$ cat src/rtl/rfai_pkg.sv
// package: register map, field positions and types for the framer alarm interrupt block
package rfai_pkg;

  // ----------------------------------------
  // register offsets (byte addresses)
  // ----------------------------------------
  localparam logic [11:0] OFF_ALARM_ERROR_INT_ENABLE = 12'h000;
  localparam logic [11:0] OFF_FRAMER_INT_STATUS = 12'h004;
  localparam logic [11:0] OFF_FRAMER_INT_ENABLE = 12'h008;
  localparam logic [11:0] OFF_EVENT_STATUS = 12'h00c;
  localparam logic [11:0] OFF_EVENT_MASK = 12'h010;
  localparam logic [11:0] OFF_LIVE_STATE = 12'h014;

  // ----------------------------------------
  // field positions
  // ----------------------------------------
  localparam int BIT_YEL_ENB = 0;
  localparam int BIT_AIS_ENB = 1;
  localparam int BIT_LOF_ALM_ENB = 2;
  localparam int BIT_LOF_FLAG = 3;
  localparam int BIT_FRAME_ALIGNMENT_MOVE_FLAG_FLAG = 4;
  localparam int BIT_SIG_FLAG = 5;
  localparam int EVT_YEL = 0;
  localparam int EVT_AIS = 1;
  localparam int EVT_LOF = 2;
  localparam int EVT_FRAME_ALIGNMENT_MOVE_FLAG = 3;
  localparam int EVT_SIG = 4;
  localparam int EVT_W = 5;

  // ----------------------------------------
  // reset values and masks
  // ----------------------------------------
  localparam logic [7:0] RST_ALARM_ERROR_INT_ENABLE = 8'h00;
  localparam logic [7:0] RST_FRAMER_INT_ENABLE = 8'h00;
  localparam logic [7:0] RST_FRAMER_INT_STATUS = 8'h00;
  localparam logic [4:0] RST_EVENT = 5'h00;
  localparam logic [7:0] MASK_ALARM_ENABLE = 8'h07;
  localparam logic [7:0] MASK_FRAMER_FIELDS = 8'h38;
  localparam logic [31:0] RDATA_ZERO = 32'h0000_0000;

  // ----------------------------------------
  // carriers
  // ----------------------------------------
  typedef struct packed {
    logic rx_ais;
    logic rx_yel;
    logic rx_lof;
    logic frame_alignment_move_flag_pulse;
    logic sig_pulse;
    logic rbs_enable;
  } rfai_framer_t;

  typedef enum logic [1:0] {
    RFAI_IDLE = 2'b00,
    RFAI_SETUP = 2'b01,
    RFAI_ACCESS = 2'b11
  } rfai_phase_t;

endpackage

$ cat src/rtl/rfai_edge.sv
// module: change detector for the three alarm levels
`timescale 1ns/10ps
`default_nettype none
module rfai_edge #(
  parameter int WIDTH = 3
) (
  input wire logic clk_in,
  input wire logic nrst_in,
  input wire logic [WIDTH-1:0] level_in,
  output var logic [WIDTH-1:0] change_out
);

  typedef struct packed {
    logic [WIDTH-1:0] prev;
    logic [WIDTH-1:0] change;
  } rfai_edge_state_t;

  rfai_edge_state_t st;
  rfai_edge_state_t next_st;

  // ----------------------------------------
  // declare or clear both count as change
  // ----------------------------------------
  always_comb begin
    next_st = st;
    next_st.prev = level_in;
    next_st.change = level_in ^ st.prev;
  end

  always_ff @(posedge clk_in or negedge nrst_in) begin
    if (!nrst_in) begin
      st <= '0;
    end else begin
      st <= next_st;
    end
  end

  assign change_out = st.change;

endmodule
`default_nettype wire

$ cat src/rtl/rfai_top.sv
// module: receive framer alarm and framer interrupt registers with apb access
`timescale 1ns/10ps
`default_nettype none
module rfai_top (
  input wire logic CLK_IN,
  input wire logic NRST_IN,
  input wire logic PSEL_IN,
  input wire logic PENABLE_IN,
  input wire logic PWRITE_IN,
  input wire logic [11:0] PADDR_IN,
  input wire logic [31:0] PWDATA_IN,
  input wire logic [3:0] PSTRB_IN,
  input wire rfai_pkg::rfai_framer_t FRAMER_IN,
  output var logic [31:0] PRDATA_OUT,
  output var logic PREADY_OUT,
  output var logic PSLVERR_OUT,
  output var logic IRQ_OUT,
  output var logic ALARM_IRQ_OUT
);

  typedef struct packed {
    logic [7:0] alarm_error_int_enable;
    logic [7:0] framer_int_enable;
    logic [7:0] framer_int_status;
    logic [4:0] event_status;
    logic [4:0] event_mask;
    logic [31:0] prdata;
    logic pready;
    logic pslverr;
    logic irq;
    logic alarm_irq;
  } rfai_state_t;

  rfai_state_t st;
  rfai_state_t next_st;
  logic [2:0] alarm_change;

  // ----------------------------------------
  // alarm change detection
  // ----------------------------------------
  rfai_edge #(
    .WIDTH(3)
  ) u_edge (
    .clk_in(CLK_IN),
    .nrst_in(NRST_IN),
    .level_in({FRAMER_IN.rx_lof, FRAMER_IN.rx_ais, FRAMER_IN.rx_yel}),
    .change_out(alarm_change)
  );

  function automatic logic [31:0] rfai_word(input logic [7:0] v);
    rfai_word = {24'h00_0000, v};
  endfunction

  function automatic logic rfai_hit(input logic [11:0] a, input logic [11:0] off);
    rfai_hit = (a == off);
  endfunction

  // ----------------------------------------
  // next state
  // ----------------------------------------
  always_comb begin
    logic access;
    logic rd;
    logic wr;
    logic [7:0] wbyte;
    logic [7:0] set_status;
    logic [4:0] set_event;
    logic [7:0] clr_status;
    logic [4:0] clr_event;
    logic [7:0] alarm_pend;
    logic [7:0] framer_pend;
    access = 1'b0;
    rd = 1'b0;
    wr = 1'b0;
    wbyte = 8'h00;
    set_status = 8'h00;
    set_event = 5'h00;
    clr_status = 8'h00;
    clr_event = 5'h00;
    alarm_pend = 8'h00;
    framer_pend = 8'h00;
    next_st = st;
    access = PSEL_IN && PENABLE_IN && !st.pready;
    rd = access && !PWRITE_IN;
    wr = access && PWRITE_IN;
    wbyte = PSTRB_IN[0] ? PWDATA_IN[7:0] : 8'h00;
    next_st.pready = access;
    next_st.pslverr = 1'b0;
    next_st.prdata = rfai_pkg::RDATA_ZERO;
    // event sources
    set_status[rfai_pkg::BIT_LOF_FLAG] = alarm_change[2];
    set_status[rfai_pkg::BIT_FRAME_ALIGNMENT_MOVE_FLAG_FLAG] = FRAMER_IN.frame_alignment_move_flag_pulse;
    set_status[rfai_pkg::BIT_SIG_FLAG] = FRAMER_IN.sig_pulse && FRAMER_IN.rbs_enable;
    set_event[rfai_pkg::EVT_YEL] = alarm_change[0];
    set_event[rfai_pkg::EVT_AIS] = alarm_change[1];
    set_event[rfai_pkg::EVT_LOF] = alarm_change[2];
    set_event[rfai_pkg::EVT_FRAME_ALIGNMENT_MOVE_FLAG] = FRAMER_IN.frame_alignment_move_flag_pulse;
    set_event[rfai_pkg::EVT_SIG] = set_status[rfai_pkg::BIT_SIG_FLAG];
    if (access) begin
      if (rfai_hit(PADDR_IN, rfai_pkg::OFF_ALARM_ERROR_INT_ENABLE)) begin
        if (wr) begin
          next_st.alarm_error_int_enable = wbyte & rfai_pkg::MASK_ALARM_ENABLE;
        end
        next_st.prdata = rfai_word(st.alarm_error_int_enable);
      end else if (rfai_hit(PADDR_IN, rfai_pkg::OFF_FRAMER_INT_STATUS)) begin
        next_st.prdata = rfai_word(st.framer_int_status);
        if (rd) begin
          clr_status = st.framer_int_status;
        end else begin
          clr_status = wbyte & rfai_pkg::MASK_FRAMER_FIELDS;
        end
      end else if (rfai_hit(PADDR_IN, rfai_pkg::OFF_FRAMER_INT_ENABLE)) begin
        if (wr) begin
          next_st.framer_int_enable = wbyte & rfai_pkg::MASK_FRAMER_FIELDS;
        end
        next_st.prdata = rfai_word(st.framer_int_enable);
      end else if (rfai_hit(PADDR_IN, rfai_pkg::OFF_EVENT_STATUS)) begin
        if (wr) begin
          clr_event = wbyte[4:0];
        end
        next_st.prdata = rfai_word({3'h0, st.event_status});
      end else if (rfai_hit(PADDR_IN, rfai_pkg::OFF_EVENT_MASK)) begin
        if (wr) begin
          next_st.event_mask = wbyte[4:0];
        end
        next_st.prdata = rfai_word({3'h0, st.event_mask});
      end else if (rfai_hit(PADDR_IN, rfai_pkg::OFF_LIVE_STATE)) begin
        next_st.prdata = rfai_word({2'h0, FRAMER_IN.rbs_enable, 2'h0,
          FRAMER_IN.rx_lof, FRAMER_IN.rx_ais, FRAMER_IN.rx_yel});
      end else begin
        next_st.pslverr = 1'b1;
      end
    end
    // set wins over clear
    next_st.framer_int_status = ((st.framer_int_status & ~clr_status) | set_status)
      & rfai_pkg::MASK_FRAMER_FIELDS;
    next_st.event_status = (st.event_status & ~clr_event) | set_event;
    // interrupt request
    alarm_pend = 8'h00;
    alarm_pend[rfai_pkg::BIT_YEL_ENB] = st.event_status[rfai_pkg::EVT_YEL];
    alarm_pend[rfai_pkg::BIT_AIS_ENB] = st.event_status[rfai_pkg::EVT_AIS];
    alarm_pend[rfai_pkg::BIT_LOF_ALM_ENB] = st.event_status[rfai_pkg::EVT_LOF];
    framer_pend = next_st.framer_int_status & st.framer_int_enable;
    next_st.alarm_irq = |(alarm_pend & st.alarm_error_int_enable);
    next_st.irq = |framer_pend || next_st.alarm_irq
      || |(st.event_status & st.event_mask & 5'h18);
  end

  // ----------------------------------------
  // state register
  // ----------------------------------------
  always_ff @(posedge CLK_IN or negedge NRST_IN) begin
    if (!NRST_IN) begin
      st <= '0;
      st.alarm_error_int_enable <= rfai_pkg::RST_ALARM_ERROR_INT_ENABLE;
      st.framer_int_enable <= rfai_pkg::RST_FRAMER_INT_ENABLE;
      st.framer_int_status <= rfai_pkg::RST_FRAMER_INT_STATUS;
      st.event_status <= rfai_pkg::RST_EVENT;
      st.event_mask <= rfai_pkg::RST_EVENT;
    end else begin
      st <= next_st;
    end
  end

  assign PRDATA_OUT = st.prdata;
  assign PREADY_OUT = st.pready;
  assign PSLVERR_OUT = st.pslverr;
  assign IRQ_OUT = st.irq;
  assign ALARM_IRQ_OUT = st.alarm_irq;

endmodule
`default_nettype wire

$ cat config.mk
export PLATFORM = sky130hd
export DESIGN_NAME = rfai_top
export DESIGN_NICKNAME = d
export VERILOG_FILES = /design/src/rtl/rfai_pkg.sv /design/src/rtl/rfai_edge.sv /design/src/rtl/rfai_top.sv
export SDC_FILE = /design/constraint.sdc
export NUM_CORES = 1
export LEC_CHECK = 0
export CORE_MARGIN = 2
export CORE_UTILIZATION = 54
export CTS_CLUSTER_DIAMETER = 60
export CTS_CLUSTER_SIZE = 20
export DETAILED_ROUTE_END_ITERATION = 10
export DONT_BUFFER_PORTS = 1
export MAX_ROUTING_LAYER = met4
export PLACE_DENSITY = 0.79
export SLEW_MARGIN = 10
export SYNTH_ARGS = -nofsm -noshare
export SYNTH_HDL_FRONTEND = slang
export SYNTH_SLANG_ARGS = --single-unit
$ cat constraint.sdc
create_clock -name CLK_IN -period 1.8 [get_ports CLK_IN]
set_clock_uncertainty 0.2 [all_clocks]
set_input_delay 0.18 -clock CLK_IN [delete_from_list [all_inputs] [get_ports CLK_IN]]
set_output_delay 0.18 -clock CLK_IN [all_outputs]
set_load 0.005 [all_outputs]
Word-level counts from Yosys, hierarchy flattened
Cells that the tools add are included.

operators by class
  eq/ne operators = 5
  muxes and demuxes = 25
  bitwise operators = 14
  reductions and logical operators = 16

operator list
  cell                                            number
  two-way mux 32 bit                              5
  two-way mux 6 bit                               7
  two-way mux 5 bit                               6
  == test 12 x 4 -> 1 bit, second input constant  2
  == test 12 x 5 -> 1 bit, second input constant  2
  OR reduction 8 bit                              2
  AND 6 bit                                       2
  == test 12 x 3 -> 1 bit, second input constant  1
  logical NOT 12 bit                              1
  AND 5 bit                                       2
  two-way mux 1 bit                               7
  AND reduction 7 bit                             1
  NOT 6 bit                                       1
  OR 6 bit                                        1
  logical AND 1 bit                               5
  NOT 5 bit                                       1
  OR 5 bit                                        1
  AND reduction 5 bit                             1
  NOT 1 bit                                       4
  AND 3 bit                                       1
  AND reduction 3 bit                             1
  XOR 3 bit                                       1
  logical NOT 1 bit                               2
  logical OR 1 bit                                2
  OR reduction 2 bit                              1

storage, ports and cells
  register bits after elaboration = 61
  bits of input ports = 59
  output and inout port bits = 36
  word-level logic and storage cells = 72

Logic depth before layout (Yosys ltp)
Gate-level depths: netlist of the first run.

  depth after elaboration = 14
  mapped depth = 6
  gate-level depth less buffers = 6

Cells and area by module
Synthesis of the first run repeated with hierarchy kept, for this count alone.

second synthesis, totals
  cell total of the unflattened synthesis = 197
  area, all modules = 1896.8 µm²

modules (own cells, without submodules)
  module     instances  cells an instance  area each (µm²)  sequential area each (µm²)
  rfai_top   1          185                1697.9           725.7
  rfai_edge  1          12                 198.9            150.1

Least setup slack after synthesis of the first run
No wires, ideal clock.

  path type = input port to flip-flop
  start = in PADDR_IN[7]
  end = reg st (netlist bit IRQ_OUT)
  setup time = 0.136 ns
  data arrival time = 1.423 ns
  data required time = 1.464 ns
  path slack = 0.042 ns
  cell stages on the path = 5
  path buffers = 0
  path through = nor4_4 -> nand4_4 -> or3b_1 -> a31oi_1 -> o211ai_1

RTL lines
  item                  line             text
  start, declared       rfai_top.sv:10   input wire logic [11:0] PADDR_IN,
  end signal, assigned  rfai_top.sv:161  st <= next_st;
  end, declared         rfai_top.sv:34   rfai_state_t st;

==> qor.csv, run 1 <==
metric,value,unit
crit-path max FO,4,
Post-synth EDFFs,0,
Synth area leaders,"dfrtp_1 46%, buf_4 13%, nand2_1 5.8%, o21ai_0 3.7%, a21oi_1 2.9%",
Min Hold Slack,0.00388,ns
overall routing resource usage,0.224,
Netlist Area Pre-Place,1890,sq um
CTS H-tree depth,2,
GRT overflow,0,
R2R depth,5,
largest net degree at the start of global routing,36,
Sink Count,35,
minimum clock period,1.84,ns
failing checks,negative setup slack,
DIE WIDTH,63.2,um
via/cell ratio,5.37,
fillers,243,
DRC,0,
max-cap violations,0,
reg2reg end,IRQ_OUT$_DFF_PN0_,
Power Dens Cells,718,nW/um^2
xor and xnor area share after synthesis,0.0139,
CTS tree,yes,
DIE AREA,3990,sq um
final max-slew violation count,0,
VDD IR max,859,uV
"Design Area, Final",2320,sq um
most frequent cells after synthesis,"35 x dfrtp_1, 32 x buf_4, 29 x nand2_1",
Syn Area/Cell,9.60,sq um
path type of the worst min-delay path,input port to flop,
Routed Antenna Nets,0,
die height,63.2,um
arrival time worst endpoint,1.86,ns
Nets,296,
LEAKAGE,1.03,nW
synth warn,0,
Cells on Worst Hold Path,3,
Num CTS Buffers,5,
worst slew margin relative to its limit,0.671,
first-pass GRT wire length,6.64,mm
CTS Buffer Depth,2,
WP data required,1.82,ns
asr flop ratio synth,1.00,
register bit count reported by yosys,35,
Ant. Diodes,0,
Mapped Cells,197,
hpwl dp,2.73,mm
Adder-Cell Fraction of Synth Area,0,
DR WL/cell,14.6,um
outcome,"finished, violations left",
Total Power,1.67,mW
critical path class,flop to flop,
Yosys top cell by area,dfrtp_1,
Synth Flop Type,dfrtp_1,
TNS Setup,-0.0543,ns
initial antenna violation count,0,
simple logic cell fraction of the synthesized area,0.206,
Placer Congestion,0.888,
Root Driver,clkbuf_4,
crit path cell chain,nand3b_1 > a21o_1 > or3b_4 > a31oi_4 > o211ai_1,
drt initial violations,65,
I/O pins,95,
FF-to-FF setup slack,-0.04,ns
Worst path max stage delay,0.39,ns
area grow syn2layout,22.6,%
vias in the first global route,1420,
layout cells sized above 1,0.139,
Tcrit/Tclk final,1.02,
Clock Pin Slew Worst Setup and Hold Paths,0.10,ns
top cell type's share of synthesized area,0.463,
Worst Hold Launch,PADDR_IN[2],
f_max,544,MHz
combinational family with the most area after synthesis,simple AND/OR/NAND/NOR gates,
Area after DPL,1880,sq um
CP Launch Type,flop,
Pre-antenna DRT Iters,4,
most frequent cell after synthesis,dfrtp_1,
count of final setup violators,5,
Routed Wire Length,4.16,mm
synth unique cells,44,
post-route setup slack,-0.0375,ns
CP Launch Point,PREADY_OUT$_DFF_PN0_,
sequential area share after synthesis,0.463,
Initial Util,0.567,
num rows,21,
PortBufs,0,
Worst setup EP type,flop,
clock latency at the later pin of the worst-skew pair,0.34,ns
Setup WS pre-CTS,-0.0384,ns
RSZ-0062 raised after global routing,yes,
Core Box Area,3340,sq um
slew at the pin with the worst max-slew slack,0.481,ns
Hold EP,PRDATA_OUT[0]$_DFF_PN0_,
Compound-Gate Fraction of Synth Area,0.156,
vias,1526,
multiplexer share of the synthesized area,0.0159,
slowest CP cell,dfrtp_1,
worst r2r src,PREADY_OUT$_DFF_PN0_,
Final Hold Viols,0,
## flip-flops by register name, summed over array words and instances, names as in the netlist
register and cells:
PRDATA_OUT 6, u_edge.change_out 3, PREADY_OUT 1, u_edge.st 3, PSLVERR_OUT 1, IRQ_OUT 1, st 19, ALARM_IRQ_OUT 1
## critical path, delay by kind of cell, from the launching register on
kind	cells	cell delay, ns
AND/OR/NAND/NOR	2	0.64
AO/OA/AOI/OAI	3	0.49
flip-flops	1	0.39
## area by class of cell
type / count / area (sq um) / area share
Tap cell: 46 / 57.6 / 0.0248
Clock inverter: 2 / 60.1 / 0.0259
Clock buffer: 6 / 41.3 / 0.0178
Multi-Input combinational cell: 149 / 866 / 0.373
Timing Repair Buffer: 44 / 410 / 0.177
Inverter: 2 / 7.51 / 0.00324
Sequential cell: 35 / 876 / 0.378
## cell usage in the layout, fill, tap and decap left out, types with 2 or more instances in the layout
cell type / instances
a21oi_1: 10
dfrtp_1: 35
dlygate4sd3_1: 27
nor2_1: 13
a21o_1: 3
nand3_1: 2
clkbuf_4: 5
or2b_1: 2
nand2b_1: 5
nor3_1: 3
nand3b_1: 2
and2_1: 2
inv_1: 2
bufinv_16: 2
nand2_1: 29
buf_4: 16
conb_1: 26
mux2i_1: 3
xor2_1: 3
a22o_1: 3
a2111oi_0: 2
nand4_1: 2
and3_1: 2
o21ai_0: 14
o21ai_1: 2
## cell families after synthesis
| logic type | Yosys count |
|---|---|
| other cells | 1 |
| xor+xnor | 3 |
| compound gates | 46 |
| mux | 3 |
| buf+inv | 38 |
| flops | 35 |
| simple gates | 71 |
## per-stage QoR
step,utilization,cells
2_1_floorplan,-,222
3_5_place_dp,0.562,245
3_3_place_gp,0.562,245
4_1_cts,0.676,279
6_report,0.695,284
5_1_grt,0.695,284
## repair_timing
item | in CTS | in global routing
pin swaps | 1 | 3
resized for setup | 2 | 4
endpoints found under the setup margin | 5 | 16
endpoints found under the hold margin | 68 | 2
cloned | 0 | 0
hold buffers | 25 | 3
buffers inserted | 1 | 2
## per-layer routing
layer | vias to the layer above | global-route usage | routed length [um] | share of wire
met4 | 0 | 0.0897 | 76 | 0.018
met3 | 9 | 0.0643 | 358 | 0.086
li1 | 716 | - | - | -
met1 | 724 | 0.270 | 1720 | 0.41
met5 | - | - | 0 | 0
met2 | 77 | 0.355 | 2010 | 0.48
## power by group
group | internal, mW | leakage [nW] | switching [mW] | total (mW)
logic | 0.0811 | 0.542 | 0.0866 | 0.168
clock network | 0.433 | 0.0525 | 0.257 | 0.690
registers | 0.799 | 0.432 | 0.00874 | 0.807
total | 1.31 | 1.03 | 0.352 | 1.67
## how the worst max path moves through the flow
stage,to,slack [ns]
floorplan,IRQ_OUT$_DFF_PN0_,0.04
global placement,st[43]$_DFF_PN0_,-0.02
detailed placement,st[44]$_DFF_PN0_,-0.04
CTS,IRQ_OUT$_DFF_PN0_,-0.004
global route,st[62]$_DFFE_PN0P_,-0.13
finish,IRQ_OUT$_DFF_PN0_,-0.04
Note: power is estimated with default switching activity, not from simulation.
==> run 2, diff against run 1 <==
--- a/config.mk
+++ b/config.mk
@@ -6,13 +6,13 @@
 export NUM_CORES = 1
 export LEC_CHECK = 0
 export CORE_MARGIN = 2
-export CORE_UTILIZATION = 54
+export CORE_UTILIZATION = 59
 export CTS_CLUSTER_DIAMETER = 60
 export CTS_CLUSTER_SIZE = 20
 export DETAILED_ROUTE_END_ITERATION = 10
 export DONT_BUFFER_PORTS = 1
 export MAX_ROUTING_LAYER = met4
-export PLACE_DENSITY = 0.79
+export PLACE_DENSITY = 0.85
 export SLEW_MARGIN = 10
 export SYNTH_ARGS = -nofsm -noshare
 export SYNTH_HDL_FRONTEND = slang
==> run 2 against run 1 <==
Net effect:
- count of clock-buffer cells in the layout unchanged
- critical path depth unchanged
- sequential power barely moved
- the flow still finishes with violations (negative setup slack)
- critical path type unchanged
- highest routed layer unchanged
- largest power group unchanged
- largest cell class unchanged
==> qor.csv, run 2 (same netlist as run 1, synthesis figures left out) <==
metric,value,unit,change
critical path class,flop to flop,,unchanged
vias,1544,,"was 1,526"
Ant. Diodes,0,,unchanged
initial antenna violation count,0,,unchanged
"most common cell after layout, fill and taps aside",dfrtp_1,,unchanged
Pre-antenna DRT Iters,4,,unchanged
final max-slew violation count,0,,unchanged
setup bufs post-CTS,0,,was 1
metal3 WL,345,um,was 358 um
GRT overflow,0,,unchanged
minimum clock period,1.93,ns,was 1.84 ns
WL met1,1.79,mm,was 1.72 mm
outcome,"finished, violations left",,unchanged
TNS Setup,-0.132,ns,was -0.0543 ns
Final Hold Viols,0,,unchanged
Power Dens Cells,701,nW/um^2,was 718 nW/um^2
RSZ-0062 raised after global routing,yes,,unchanged
area grow syn2layout,18.9,%,was 22.6%
Non-Filler Instances,277,,was 284
DIE WIDTH,60.6,um,was 63.2 um
Root Driver,clkbuf_4,,unchanged
Nets,291,,was 296
Reg with most FFs,st,,unchanged
max-cap violations,0,,unchanged
overall routing resource usage,0.267,,was 0.224
Worst path max stage delay,0.39,ns,about the same
die height,60.6,um,was 63.2 um
CP Launch Type,flop,,unchanged
Routed Wire Length,4.34,mm,was 4.16 mm
# placed instances,242,,was 245
failing checks,negative setup slack,,unchanged
Num CTS Buffers,5,,unchanged
CTS Buffer Depth,2,,unchanged
largest net degree at the start of global routing,36,,unchanged
"CP delay by family, top",simple AND/OR/NAND/NOR gates,,unchanged
fillers,228,,was 243
DIE AREA,3670,sq um,was 3990 sq um
post-route setup slack,-0.132,ns,was -0.0375 ns
Core Box Area,3050,sq um,was 3340 sq um
VDD IR max,435,uV,was 859 uV
most frequent cells in the layout,"35 x dfrtp_1, 29 x nand2_1, 26 x conb_1",,"was 35 x dfrtp_1, 29 x nand2_1, 27 x dlygate4sd3_1"
Routed Antenna Nets,0,,unchanged
Worst setup EP type,flop,,unchanged
PortBufs,0,,unchanged
count of final setup violators,1,,was 5
LEAKAGE,1.01,nW,was 1.03 nW
drt initial violations,82,,was 65
crit path cell chain,nand3b_1 > a21o_1 > or3b_1 > a31oi_1 > o211ai_1,,was nand3b_1 > a21o_1 > or3b_4 > a31oi_4 > o211ai_1
slowest CP cell,dfrtp_1,,unchanged
num rows,20,,was 21
hpwl dp,2.68,mm,was 2.73 mm
vias in the first global route,1480,,"was 1,420"
crit-path max FO,4,,unchanged
layout cells sized above 1,0.124,,was 0.139
path type of the worst min-delay path,input port to flop,,unchanged
Sink Count,35,,unchanged
via/cell ratio,5.57,,was 5.37
arrival time worst endpoint,1.94,ns,was 1.86 ns
CTS tree,yes,,unchanged
clock latency at the later pin of the worst-skew pair,0.35,ns,was 0.34 ns
Placer Congestion,0.948,,was 0.888
Tcrit/Tclk final,1.07,,was 1.02
first-pass GRT wire length,6.88,mm,was 6.64 mm
DRC,0,,unchanged
Buf/Inv on CP,0,,unchanged
CTS H-tree depth,2,,unchanged
Largest register FFs,19,,unchanged
routed length on met2,2.11,mm,was 2.01 mm
Clock Pin Slew Worst Setup and Hold Paths,0.12,ns,was 0.10 ns
WP data required,1.80,ns,was 1.82 ns
Initial Util,0.619,,was 0.567
DR top layer,met4,,unchanged
DR WL/cell,15.6,um,was 14.6 um
f_max,518,MHz,was 544 MHz
I/O pins,95,,unchanged
## run 2: worst paths after layout
path	startpoint	to	slack [ns]	depth (start not counted)
hold / removal	FRAMER_IN[3]	PRDATA_OUT[2]$_DFF_PN0_	0.008	3
max in group asynchronous	NRST_IN	PREADY_OUT$_DFF_PN0_	1.15	2
setup / recovery	PREADY_OUT$_DFF_PN0_	IRQ_OUT$_DFF_PN0_	-0.13	5
setup reg to reg	PREADY_OUT$_DFF_PN0_	IRQ_OUT$_DFF_PN0_	-0.13	5
hold reg to reg	u_edge.st[3]$_DFF_PN0_	u_edge.change_out[0]$_DFF_PN0_	0.24	1
min in group asynchronous	NRST_IN	st[39]$_DFFE_PN0P_	0.05	2
## run 2: power breakdown
part / total, mW / leakage (nW) / switching, mW / internal [mW]
Clock: 0.608 / 0.0482 / 0.280 / 0.328
Combinational: 0.159 / 0.529 / 0.0849 / 0.0745
Sequential: 0.807 / 0.432 / 0.00863 / 0.799
## run 2: what timing repair did
action	CTS	global route
setup endpoints to repair	1	14
hold endpoints to repair	67	0
pin swaps	0	2
cloned	0	0
hold buffers	27	0
resized for setup	0	5
## run 2: final cells by class
| type | count | area (sq um) | share of cell area |
|---|---|---|---|
| Multi-Input combinational cell | 149 | 851 | 0.378 |
| Sequential cell | 35 | 876 | 0.390 |
| Tap cell | 44 | 55.1 | 0.0245 |
| Clock buffer | 6 | 51.3 | 0.0228 |
| Clock inverter | 2 | 35.0 | 0.0156 |
| Timing Repair Buffer | 39 | 373 | 0.166 |
| Inverter | 2 | 7.51 | 0.00334 |
## run 2: metal layers
| layer | global-route usage | vias to the layer above |
|---|---|---|
| met4 | 0.0994 | 0 |
| met5 | - | - |
| met1 | 0.336 | 736 |
| li1 | - | 702 |
| met2 | 0.419 | 96 |
| met3 | 0.0661 | 10 |
## run 2: per-stage QoR
stage,worst slack (ns),util,area (sq um),power (mW),hold slack [ns]
2_1_floorplan,0.0415,-,1980,0.931,-0.316
3_3_place_gp,0.0219,0.611,1870,0.900,-0.315
3_5_place_dp,0.00899,0.611,1870,0.902,-0.315
4_1_cts,-0.00577,0.731,2230,1.57,0.00253
5_1_grt,-0.128,0.736,2250,1.63,0.0275
6_report,-0.132,0.736,2250,1.58,0.00820
## run 2: worst register-to-register path: stages (launching register included)
cell and delay, ns:
dfrtp_1 0.39, nand3b_1 0.25, a21o_1 0.22, or3b_1 0.36, a31oi_1 0.23, o211ai_1 0.15
